$ cat src/verilog/gpbcd_pkg.sv
// constants shared by the port block: register map, fields, reset values
package gpbcd_pkg;
  localparam int ADDR_W = 8;
  localparam int DATA_W = 8;
  localparam logic [7:0] ADDR_SECOND_DATA = 8'h06;
  localparam logic [7:0] ADDR_THIRD_DATA = 8'h07;
  localparam logic [7:0] ADDR_FOURTH_DATA = 8'h08;
  localparam logic [7:0] ADDR_TIMER_PULLUP_CFG = 8'h81;
  localparam logic [7:0] ADDR_SECOND_DIR = 8'h86;
  localparam logic [7:0] ADDR_THIRD_DIR = 8'h87;
  localparam logic [7:0] ADDR_FOURTH_DIR = 8'h88;
  localparam logic [7:0] ADDR_FIFTH_DIR_SLAVE = 8'h89;
  localparam logic [7:0] ADDR_IRQ_STATUS = 8'h0B;
  localparam logic [7:0] ADDR_IRQ_MASK = 8'h8B;
  localparam logic [7:0] DIR_RESET = 8'hFF;
  localparam logic [7:0] CFG_RESET = 8'hFF;
  localparam logic [7:0] FIFTH_RESET = 8'h07;
  localparam logic [7:0] FIFTH_WR_MASK = 8'h17;
  localparam logic [7:0] MASK_RESET = 8'h00;
  localparam int PULLUP_N_BIT = 7;
  localparam int SLAVE_MODE_BIT = 4;
  localparam int CHANGE_FLAG_BIT = 0;
  localparam int EXT_IRQ_BIT = 1;
  localparam int EXT_PIN_BIT = 0;
  localparam int CHANGE_LO = 4;
  localparam int CHANGE_HI = 7;
  localparam int PROG_CLK_BIT = 6;
  localparam int PROG_DATA_BIT = 7;
  localparam logic [1:0] IRQ_USED = 2'h3;
endpackage : gpbcd_pkg

$ cat src/verilog/gpbcd_pin_if.sv
// interface carrying one 8-bit port's pin signals between the top and a pin slice
`timescale 1ns/10ps
interface gpbcd_pin_if;
  logic [7:0] latch;
  logic [7:0] dir;
  logic [7:0] ovrEn;
  logic [7:0] ovrDir;
  logic [7:0] ovrOut;
  logic [7:0] padIn;
  logic [7:0] padOut;
  logic [7:0] padOe;
  logic [7:0] level;
  modport slice (input latch, dir, ovrEn, ovrDir, ovrOut, padIn, output padOut, padOe, level);
  modport top (output latch, dir, ovrEn, ovrDir, ovrOut, padIn, input padOut, padOe, level);
endinterface : gpbcd_pin_if

$ cat src/verilog/gpbcd_pin_slice.sv
// one 8-bit port: pin synchroniser, direction override and output driver
`timescale 1ns/10ps
module gpbcd_pin_slice
  import gpbcd_pkg::*;
(
  input wire logic clk,
  gpbcd_pin_if.slice pins
);
  logic [7:0] syncA;
  logic [7:0] syncB;
  logic [7:0] effDir;

  // two stages before anything reads the pins
  always_ff @(posedge clk) begin
    syncA <= pins.padIn;
    syncB <= syncA;
  end

  always_comb begin
    for (int i = 0; i < 8; i++) begin
      effDir[i] = pins.ovrEn[i] ? pins.ovrDir[i] : pins.dir[i];
      pins.padOut[i] = pins.ovrEn[i] ? pins.ovrOut[i] : pins.latch[i];
    end
  end

  assign pins.padOe = ~effDir;
  assign pins.level = syncB;
endmodule : gpbcd_pin_slice

$ cat src/verilog/gpbcd_ports.sv
// top of the three general purpose ports with register port and change interrupt
// Operation
// (RULE1) third port is 8 bits, each pin with its own direction bit
// (RULE2) enabled peripheral forces pin direction regardless of software direction bit
// (RULE3) third port pins routed to timer, capture/compare, serial and uart functions
// (RULE4) fourth port is 8 bits, each pin individually input or output
// (RULE5) slave mode bit set hands fourth port to the parallel slave port
// (RULE6) second port pins 4..7 carry change-detect interrupt
// (RULE7) second port pin 0 doubles as external interrupt input
// (RULE8) every second port pin has a software controlled weak pull-up
// (RULE9) second port pins 6 and 7 serve serial programming clock and data
// (RULE10) all direction bits reset to one, pins start as inputs
// (RULE11) data latches keep contents across reset, undefined at power-on
// (RULE12) direction one floats the driver, zero drives the latch value
// (RULE13) data read returns pin levels, write updates output latch
// (RULE14) change inputs compared to values latched at last read, flag set; the code also re-latches them on a write of the second port data
// (RULE15) pull-up bit low enables pull-ups except on output pins
`timescale 1ns/10ps
module gpbcd_ports
  import gpbcd_pkg::*;
(
  input wire logic clk,
  input wire logic reset,
  input wire logic [ADDR_W-1:0] regAddr,
  input wire logic [DATA_W-1:0] regWrData,
  input wire logic regWrite,
  input wire logic regRead,
  output logic [DATA_W-1:0] regRdData,
  output logic irq,
  input wire logic [7:0] secondPadIn,
  output logic [7:0] secondPadOut,
  output logic [7:0] secondPadOe,
  output logic [7:0] secondPullupEn,
  input wire logic [7:0] thirdPadIn,
  output logic [7:0] thirdPadOut,
  output logic [7:0] thirdPadOe,
  input wire logic [7:0] fourthPadIn,
  output logic [7:0] fourthPadOut,
  output logic [7:0] fourthPadOe,
  input wire logic [7:0] periphEn,
  input wire logic [7:0] periphDir,
  input wire logic [7:0] periphOut,
  output logic [7:0] periphIn,
  input wire logic slaveDriveEn,
  input wire logic [7:0] slaveOut,
  output logic slaveModeSelect,
  output logic [7:0] fourthLatch,
  output logic externalInterruptPin,
  output logic progClock,
  output logic progData
);
  ////////////////////////////////////////////////////////////////////////////
  logic [7:0] secondLatch;
  logic [7:0] thirdLatch;
  logic [7:0] secondDir;
  logic [7:0] thirdDir;
  logic [7:0] fourthDir;
  logic [7:0] timerPullupCfg;
  logic [7:0] fifthDirSlave;
  logic [1:0] irqStatus;
  logic [1:0] irqMask;
  logic [3:0] changeSnapshot;
  logic extPrev;
  logic [7:0] secondLevel;
  logic [7:0] thirdLevel;
  logic [7:0] fourthLevel;
  logic changeMismatch;
  logic extEdge;
  logic changeFlag;
  logic extFlag;
  logic changeClear;
  logic extClear;
  logic [7:0] next_rdData;

  gpbcd_pin_if secondPins();
  gpbcd_pin_if thirdPins();
  gpbcd_pin_if fourthPins();

  function automatic logic hit(input logic [ADDR_W-1:0] a, input logic [ADDR_W-1:0] ref_a);
    hit = (a == ref_a);
  endfunction : hit

  function automatic logic [7:0] rmw(input logic [7:0] pinLevel);
    rmw = pinLevel;
  endfunction : rmw

  ////////////////////////////////////////////////////////////////////////////
  // pin slices
  assign secondPins.latch = secondLatch;
  assign secondPins.dir = secondDir; // [RULE12]
  assign secondPins.ovrEn = 8'h00;
  assign secondPins.ovrDir = 8'h00;
  assign secondPins.ovrOut = 8'h00;
  assign secondPins.padIn = secondPadIn;
  gpbcd_pin_slice secondSlice (.clk(clk), .pins(secondPins.slice));

  // peripheral override of third port direction and data
  assign thirdPins.latch = thirdLatch;
  assign thirdPins.dir = thirdDir; // [RULE1]
  assign thirdPins.ovrEn = periphEn; // [RULE2] [RULE3]
  assign thirdPins.ovrDir = periphDir; // [RULE2]
  assign thirdPins.ovrOut = periphOut; // [RULE3]
  assign thirdPins.padIn = thirdPadIn;
  gpbcd_pin_slice thirdSlice (.clk(clk), .pins(thirdPins.slice));

  // in slave mode the direction register is ignored; the external master steers it
  assign slaveModeSelect = fifthDirSlave[SLAVE_MODE_BIT];
  assign fourthPins.latch = fourthLatch;
  assign fourthPins.dir = fourthDir; // [RULE4]
  assign fourthPins.ovrEn = {8{slaveModeSelect}}; // [RULE5]
  assign fourthPins.ovrDir = {8{~slaveDriveEn}}; // [RULE5]
  assign fourthPins.ovrOut = slaveOut; // [RULE5]
  assign fourthPins.padIn = fourthPadIn;
  gpbcd_pin_slice fourthSlice (.clk(clk), .pins(fourthPins.slice));

  assign secondLevel = secondPins.level;
  assign thirdLevel = thirdPins.level;
  assign fourthLevel = fourthPins.level;
  assign secondPadOut = secondPins.padOut;
  assign secondPadOe = secondPins.padOe;
  assign thirdPadOut = thirdPins.padOut;
  assign thirdPadOe = thirdPins.padOe;
  assign fourthPadOut = fourthPins.padOut;
  assign fourthPadOe = fourthPins.padOe;
  assign periphIn = thirdLevel; // [RULE3]
  assign externalInterruptPin = secondLevel[EXT_PIN_BIT]; // [RULE7]
  assign progClock = secondLevel[PROG_CLK_BIT]; // [RULE9]
  assign progData = secondLevel[PROG_DATA_BIT]; // [RULE9]

  // pull-ups off on any output pin
  assign secondPullupEn = {8{~timerPullupCfg[PULLUP_N_BIT]}} & secondDir; // [RULE8] [RULE15]

  ////////////////////////////////////////////////////////////////////////////
  // data latches take no reset so they survive every reset
  always_ff @(posedge clk) begin
    if (regWrite && hit(regAddr, ADDR_SECOND_DATA)) begin
      secondLatch <= regWrData; // [RULE11] [RULE13]
    end
  end

  always_ff @(posedge clk) begin
    if (regWrite && hit(regAddr, ADDR_THIRD_DATA)) begin
      thirdLatch <= regWrData; // [RULE11] [RULE13]
    end
  end

  always_ff @(posedge clk) begin
    if (regWrite && hit(regAddr, ADDR_FOURTH_DATA)) begin
      fourthLatch <= regWrData; // [RULE11] [RULE13]
    end
  end

  ////////////////////////////////////////////////////////////////////////////
  // direction and configuration registers
  always_ff @(posedge clk) begin
    if (reset) begin
      secondDir <= DIR_RESET; // [RULE10]
      thirdDir <= DIR_RESET; // [RULE10]
      fourthDir <= DIR_RESET; // [RULE10]
      timerPullupCfg <= CFG_RESET;
      fifthDirSlave <= FIFTH_RESET;
      irqMask <= 2'(MASK_RESET);
    end else if (regWrite) begin
      if (hit(regAddr, ADDR_SECOND_DIR)) begin
        secondDir <= regWrData;
      end
      if (hit(regAddr, ADDR_THIRD_DIR)) begin
        thirdDir <= regWrData;
      end
      if (hit(regAddr, ADDR_FOURTH_DIR)) begin
        fourthDir <= regWrData;
      end
      if (hit(regAddr, ADDR_TIMER_PULLUP_CFG)) begin
        timerPullupCfg <= regWrData;
      end
      if (hit(regAddr, ADDR_FIFTH_DIR_SLAVE)) begin
        fifthDirSlave <= regWrData & FIFTH_WR_MASK; // [RULE5]
      end
      if (hit(regAddr, ADDR_IRQ_MASK)) begin
        irqMask <= regWrData[1:0];
      end
    end
  end

  ////////////////////////////////////////////////////////////////////////////
  // change detect; any read or write of the second port data register re-arms the snapshot
  always_ff @(posedge clk) begin
    if (reset) begin
      changeSnapshot <= 4'h0;
    end else if ((regRead || regWrite) && hit(regAddr, ADDR_SECOND_DATA)) begin
      changeSnapshot <= secondLevel[CHANGE_HI:CHANGE_LO]; // [RULE14]
    end
  end

  // output pins are left out of the comparison
  assign changeMismatch = |((secondLevel[CHANGE_HI:CHANGE_LO] ^ changeSnapshot)
                            & secondDir[CHANGE_HI:CHANGE_LO]); // [RULE6] [RULE14]

  // tracks the pin through reset too, so a pin already high at release gives no false edge
  always_ff @(posedge clk) begin
    extPrev <= secondLevel[EXT_PIN_BIT];
  end

  assign extEdge = secondLevel[EXT_PIN_BIT] & ~extPrev; // [RULE7]

  // set beats write-one-to-clear; a standing mismatch keeps re-setting the flag
  assign changeClear = regWrite && hit(regAddr, ADDR_IRQ_STATUS) && regWrData[CHANGE_FLAG_BIT];
  assign extClear = regWrite && hit(regAddr, ADDR_IRQ_STATUS) && regWrData[EXT_IRQ_BIT];

  always_ff @(posedge clk) begin
    if (reset) begin
      changeFlag <= 1'b0;
    end else if (changeMismatch) begin
      changeFlag <= 1'b1; // [RULE14]
    end else if (changeClear) begin
      changeFlag <= 1'b0;
    end
  end

  always_ff @(posedge clk) begin
    if (reset) begin
      extFlag <= 1'b0;
    end else if (extEdge) begin
      extFlag <= 1'b1; // [RULE7]
    end else if (extClear) begin
      extFlag <= 1'b0;
    end
  end

  always_comb begin
    irqStatus = 2'h0;
    irqStatus[CHANGE_FLAG_BIT] = changeFlag;
    irqStatus[EXT_IRQ_BIT] = extFlag;
  end

  assign irq = |(irqStatus & irqMask & IRQ_USED);

  ////////////////////////////////////////////////////////////////////////////
  // read path; data registers show pin levels, not latches
  always_comb begin
    next_rdData = 8'h00;
    case (regAddr)
      ADDR_SECOND_DATA: next_rdData = rmw(secondLevel); // [RULE13]
      ADDR_THIRD_DATA: next_rdData = rmw(thirdLevel); // [RULE13]
      ADDR_FOURTH_DATA: next_rdData = rmw(fourthLevel); // [RULE13]
      ADDR_TIMER_PULLUP_CFG: next_rdData = timerPullupCfg;
      ADDR_SECOND_DIR: next_rdData = secondDir;
      ADDR_THIRD_DIR: next_rdData = thirdDir;
      ADDR_FOURTH_DIR: next_rdData = fourthDir;
      ADDR_FIFTH_DIR_SLAVE: next_rdData = fifthDirSlave;
      ADDR_IRQ_STATUS: next_rdData = {6'h00, irqStatus};
      ADDR_IRQ_MASK: next_rdData = {6'h00, irqMask};
      default: next_rdData = 8'h00;
    endcase
  end

  always_ff @(posedge clk) begin
    if (reset) begin
      regRdData <= 8'h00;
    end else if (regRead) begin
      regRdData <= next_rdData;
    end else begin
      regRdData <= 8'h00;
    end
  end
endmodule : gpbcd_ports

$ cat config.mk
export PLATFORM = sky130hd
export DESIGN_NAME = gpbcd_ports
export DESIGN_NICKNAME = d
export VERILOG_FILES = /design/src/verilog/gpbcd_pkg.sv /design/src/verilog/gpbcd_pin_if.sv /design/src/verilog/gpbcd_pin_slice.sv /design/src/verilog/gpbcd_ports.sv
export SDC_FILE = /design/constraint.sdc
export NUM_CORES = 1
export LEC_CHECK = 0
export CAP_MARGIN = 20
export CORE_ASPECT_RATIO = 0.6
export CORE_MARGIN = 4
export CORE_UTILIZATION = 29
export CTS_CLUSTER_DIAMETER = 200
export DETAILED_ROUTE_END_ITERATION = 6
export DONT_BUFFER_PORTS = 1
export GPL_TIMING_DRIVEN = 0
export PLACE_DENSITY = 0.46
export SYNTH_ARGS = -nofsm -noshare
export SYNTH_HDL_FRONTEND = slang
export SYNTH_HIERARCHICAL = 1
export SYNTH_SLANG_ARGS = --single-unit
$ cat constraint.sdc
create_clock -name clk -period 3 [get_ports clk]
set_input_delay 0.6 -clock clk [delete_from_list [all_inputs] [get_ports clk]]
set_output_delay 0.6 -clock clk [all_outputs]
set_load 0.02 [all_outputs]
; After elaboration in Yosys (flattened, before gate mapping)
; Cells that the tools add are included.
[totals]
reg_bits = 125
word_cells = 98
[op_classes]
eq_ne = 10
n_mux = 37
n_bitwise = 12
n_reduce_logical = 19
[op_table]
columns = operator, n
row1 = one-hot mux 8 bit (10 select lines), 1
row2 = == test 8 bit (second input constant), 6
row3 = 2-to-1 mux 1 bit, 36
row4 = inverter 8 bit, 3
row5 = == test 8 x 3 -> 1 bit (second input constant), 2
row6 = == test 8 x 4 -> 1 bit (second input constant), 2
row7 = AND reduction 2 bit, 6
row8 = bitwise AND 8 bit, 1
row9 = logical AND 1 bit, 7
row10 = bitwise AND 4 bit, 1
row11 = inverter 1 bit, 4
row12 = nonzero test 2 bit, 2
row13 = OR reduction 2 bit, 2
row14 = OR reduction 4 bit, 1
row15 = XOR 4 bit, 1
row16 = bitwise AND 2 bit, 1
row17 = bitwise AND 1 bit, 1
row18 = logical OR 1 bit, 1

; Logic depth before layout (Yosys ltp)
[logic_depth]
word_depth = 5
depth_mapped = 7
depth_no_buf = 4

; Hierarchy
; The synthesis kept the hierarchy.
[modules_own_cells]
columns = module, instances, cells_per_inst, area_each_um2, seq_area_each_um2
row1 = gpbcd_ports, 1, 320, 3399.5, 1781.7
row2 = gpbcd_pin_slice, 3, 32, 520.5, 320.3

; Worst setup path before layout
; No wires, ideal clock.
[synth_timing]
path_kind = input to register
from = input port regAddr[5]
to = register secondLatch[0] (enable)
setup_ns = 0.395
arrival_ns = 2.156
required_time_ns = 2.605
setup_slack_ns = 0.450
cell_stages = 3
n_path_buf = 1
cell_sequence = or4b_4 -> buf_6 -> nor4_1
[synth_between]
elab_chain_cells = 2
[synth_lines]
columns = element, line
row1 = start: declaration, gpbcd_ports.sv:24  ; input wire logic [ADDR_W-1:0] regAddr,
row2 = == test 8 x 3 -> 1 bit, gpbcd_ports.sv:80  ; hit = (a == ref_a);
row3 = logical AND 1 bit, gpbcd_ports.sv:136  ; if (regWrite && hit(regAddr, ADDR_SECOND_DATA)) begin
row4 = end signal: assignment, gpbcd_ports.sv:137  ; secondLatch <= regWrData;
row5 = end: declaration, gpbcd_ports.sv:53  ; logic [7:0] secondLatch;
; Every way passes these cells.
; A chain may end at the register's enable or synchronous reset.

; Worst setup path in the final report
[layout_timing]
from = register fifthDirSlave[4]
to = output port fourthPadOe[5]
[layout_between]
elab_chain_cells = 2
[layout_lines]
columns = element, line
row1 = start: declaration, gpbcd_ports.sv:59  ; logic [7:0] fifthDirSlave;
row2 = start signal: assignment, gpbcd_ports.sv:177  ; fifthDirSlave <= regWrData & FIFTH_WR_MASK;
row3 = 2-to-1 mux 1 bit, gpbcd_pin_slice.sv:21  ; effDir[i] = pins.ovrEn[i] ? pins.ovrDir[i] : pins.dir[i];
row4 = inverter 8 bit, gpbcd_pin_slice.sv:26  ; assign pins.padOe = ~effDir;
row5 = end: declaration, gpbcd_ports.sv:39  ; output logic [7:0] fourthPadOe,
; Every way passes these cells.

==> impl_results.md <==
* Lkg Pwr at 2.447 nW
* R2R setup slack at between 1.5 and 2 ns
* Switching Share at a little under a quarter
* Number of global-route vias before repair at ~3,500
* Biggest area consumer among synthesized cells: dfxtp_1
* Via count at ~3,400
* Ys Warns at 6
* Slowest-stage cell, CP: dfxtp_1
* Final nets at between 500 and 600
* Number of antenna violations at the first check in global routing at 0
* Mapped Area at about 5000 um2
* Final Worst Setup Slack at around 0.41 ns
* Cts repair resizes at 0
* Cell variety after synth at between 50 and 60
* Dpl ws at slightly above 0.5 ns
* CTS Hold Bufs at 0
* Via/cell ratio at approximately 4.7
* DP Area at about 5400 um2
* Initial Utilization at a little under a third
* Yosys top cell area share at between 40 and 50%
* Measured slew at the worst slew-check pin at about 0.75 ns
* Setup Skew at 0.006267 ns
* Layout fillers at roughly 1,700
* Cts bufs inserted at 17
* Drc violations at 0
* Setup violations, final at 0
* Worst Hold Margin at a little over 0.2 ns
* Pint at approximately 3.0 mW
* Max-cap violation count at 0
* Largest net degree at the start of global routing at 17
* Setup bufs post-CTS at 0
* Area of the die at 19,330 um2
* CP arrival at approximately 2.0 ns
* Flop pwr share at a little under half
* IO Count at between 150 and 200
* Drt initial violations at between 200 and 250
* DP HPWL at between 10,000 and 15,000 um
* Worst reg2reg path startpoint: thirdSlice/pins.level[5]
* Sink Count at about 130
* Critical path depth at 2
* Clock power share at just under 50%
* Clock buffer depth at 2
* Worst Path Required at roughly 2.4 ns
* Comb pwr share at 4.9%
* Critical Path Source: fifthDirSlave[4]
* TritonCTS clock tree: yes
* Hold Crit Class: in2reg
* ANT cells at 0
* Multi-input logic area at around 2200 um2
* RR Endpoint: regRdData[5]
* # rows at 36
* Crit share post-route at a little under nine tenths
* Post-Layout Cell Count at around 710
* Final worst path period need at approximately 2.6 ns
* GRT Total Usage at 15.23%
* Pre-antenna DRT Iters at 4
* Setup CP Type: reg2out
* Worst-path cell chain: buf_8 -> mux2i_1
* Peak supply drop at roughly 240 uV
* Delay-heaviest family, CP: flip-flops
* Core Area at 16,490 um2
* Synthesized area per cell at between 10 and 15 um2
* Max Fanout on Critical Path at 11
* Antenna-violating nets left at 0
* Status: finished, final reports clean
* Seq. cell area at around 2700 um2
* Clock Root Buffer: clkbuf_16
* Final Cell Area at approximately 6000 um2
* Buf+Inv Stages, Crit Path at 1
* First-pass GRT wire length at between 20,000 and 25,000 um
* Async set or reset register ratio after synthesis at 0%
* Reg2Reg Depth at 4
* Final Total Pwr at slightly below 4 mW
* Most common library cells after synthesis: dfxtp_1, mux2i_1, nand2_1, edfxtp_1, mux2_4
* Clk slew on worst S/H paths at approximately 0.06 ns
* Gr ovfl total at 0
* Fmax achieved at ~390 MHz
* H-tree depth at 4
* P&R area growth vs syn at 20.33%
* Post-synth EDFFs at 24
* Sequential fraction of the synthesis area at 55.28%
* Final Max Tran Viols at 0
* Worst path max stage delay at 0.80 ns
* WL final at ~15,000 um
* Wire length per cell at 20.58 um
* P per Cell Area at approximately 650 nW/um2
* Switch Pwr at just under 0.9 mW
* IO Port Bufs at 0
* #FFs+latches synth at approximately 130
* Cell total after placement at just under 700
* Top_reg_cell synth: dfxtp_1
* GPL Wtd Cong at roughly 0.86
* Die height at roughly 110 um
* Layout cells sized above 1 at 16.56%
* Top-count cell post-synth: dfxtp_1
* Clock latency on the worst-skew pair at around 0.42 ns
* Syn Inst Count at around 420
* Final Hold Viols at 0
* Main area contributors after synthesis: dfxtp_1, edfxtp_1, mux2i_1, mux2_4, nand2_1
* Crit end category: output pin
* Die Wd at 176.9 um
* RSZ-0062 raised after global routing: false
* Worst slew margin at between 40% and 50%
* Crit path capture: fourthPadOe[5]
* CP Launch Type: register
==> how the worst min path moves through the flow <==
stage,cells past startpoint,start,to,slack (ns)
final,0,secondPadIn[7],secondSlice/syncA[7],0.20
after global routing,0,secondPadIn[7],secondSlice/syncA[7],0.18
after CTS,0,secondPadIn[7],secondSlice/syncA[7],0.18
after detailed placement,0,thirdSlice/syncA[2],thirdSlice/pins.level[2],0.31
after global placement,0,thirdSlice/syncA[2],thirdSlice/pins.level[2],0.31
after floorplan,0,fourthSlice/syncA[0],fourthSlice/pins.level[0],0.31
==> worst register-to-register path: cells and delay by family (launching register included) <==
kind,cells,cell delay [ns]
multiplexers,1,0.11
flip-flops,1,0.46
AO/OA/AOI/OAI,3,0.79
==> layout by cell type (no fill, tap or decap), types with 5 or more instances in the layout <==
| cell type | n |
|---|---|
| dfxtp_1 | 101 |
| a31oi_1 | 7 |
| edfxtp_1 | 24 |
| a21oi_1 | 8 |
| mux2i_1 | 57 |
| buf_6 | 5 |
| nor2_1 | 13 |
| inv_1 | 14 |
| a22oi_1 | 5 |
| nor3_1 | 7 |
| nor2b_1 | 8 |
| mux2_4 | 24 |
| nand2_1 | 42 |
| o211ai_1 | 19 |
| clkbuf_16 | 18 |
| nand3_1 | 7 |
| clkbuf_1 | 11 |
| conb_1 | 32 |
==> metal layers <==
metal  global-route usage, %  vias to the layer above  share of wire (%)
met5                       0                        -                  0
met4                   5.464                        0                1.2
met3                   5.189                       16                9.4
met2                   21.84                      143                 42
met1                   21.35                     1614                 48
li1                        -                     1594                  -
==> through the flow <==
step	TNS (ns)	util (%)
detailed placement	0	32.78
CTS	0	36.18
global placement	-3.258	32.53
global route	0	36.21
floorplan	0	-
finish	0	36.21
==> area by class of cell <==
type                       instances  area share, %
tap                              228          4.779
sequential                       125          45.94
buffer                            20          1.949
inverter                          15         0.9432
timing repair buffer               5         0.6707
clock buffer                      21          7.902
clock inverter                    10          1.488
multi-input combinational        287          36.32
==> logic make-up after synthesis <==
group,count (synthesis),share of synthesized area (%)
and+or+nand+nor,105,11.75
muxes,85,19.67
AOI/OAI and AO/OA,61,9.029
buffers and inverters,35,3.480
other,1,0.07559
DFF,125,55.28
xor gates and xnor gates,4,0.7061
==> power by group through the flow <==
stage          clock network (mW)  logic (mW)  registers (mW)
5_1_grt                      2.04       0.208            1.78
6_report                     1.93       0.192            1.78
2_1_floorplan                   0       0.153            1.81
3_3_place_gp                    0       0.190            1.82
4_1_cts                      1.98       0.190            1.78
3_5_place_dp                    0       0.190            1.82
No activity file was read; power rests on OpenSTA's default activity.
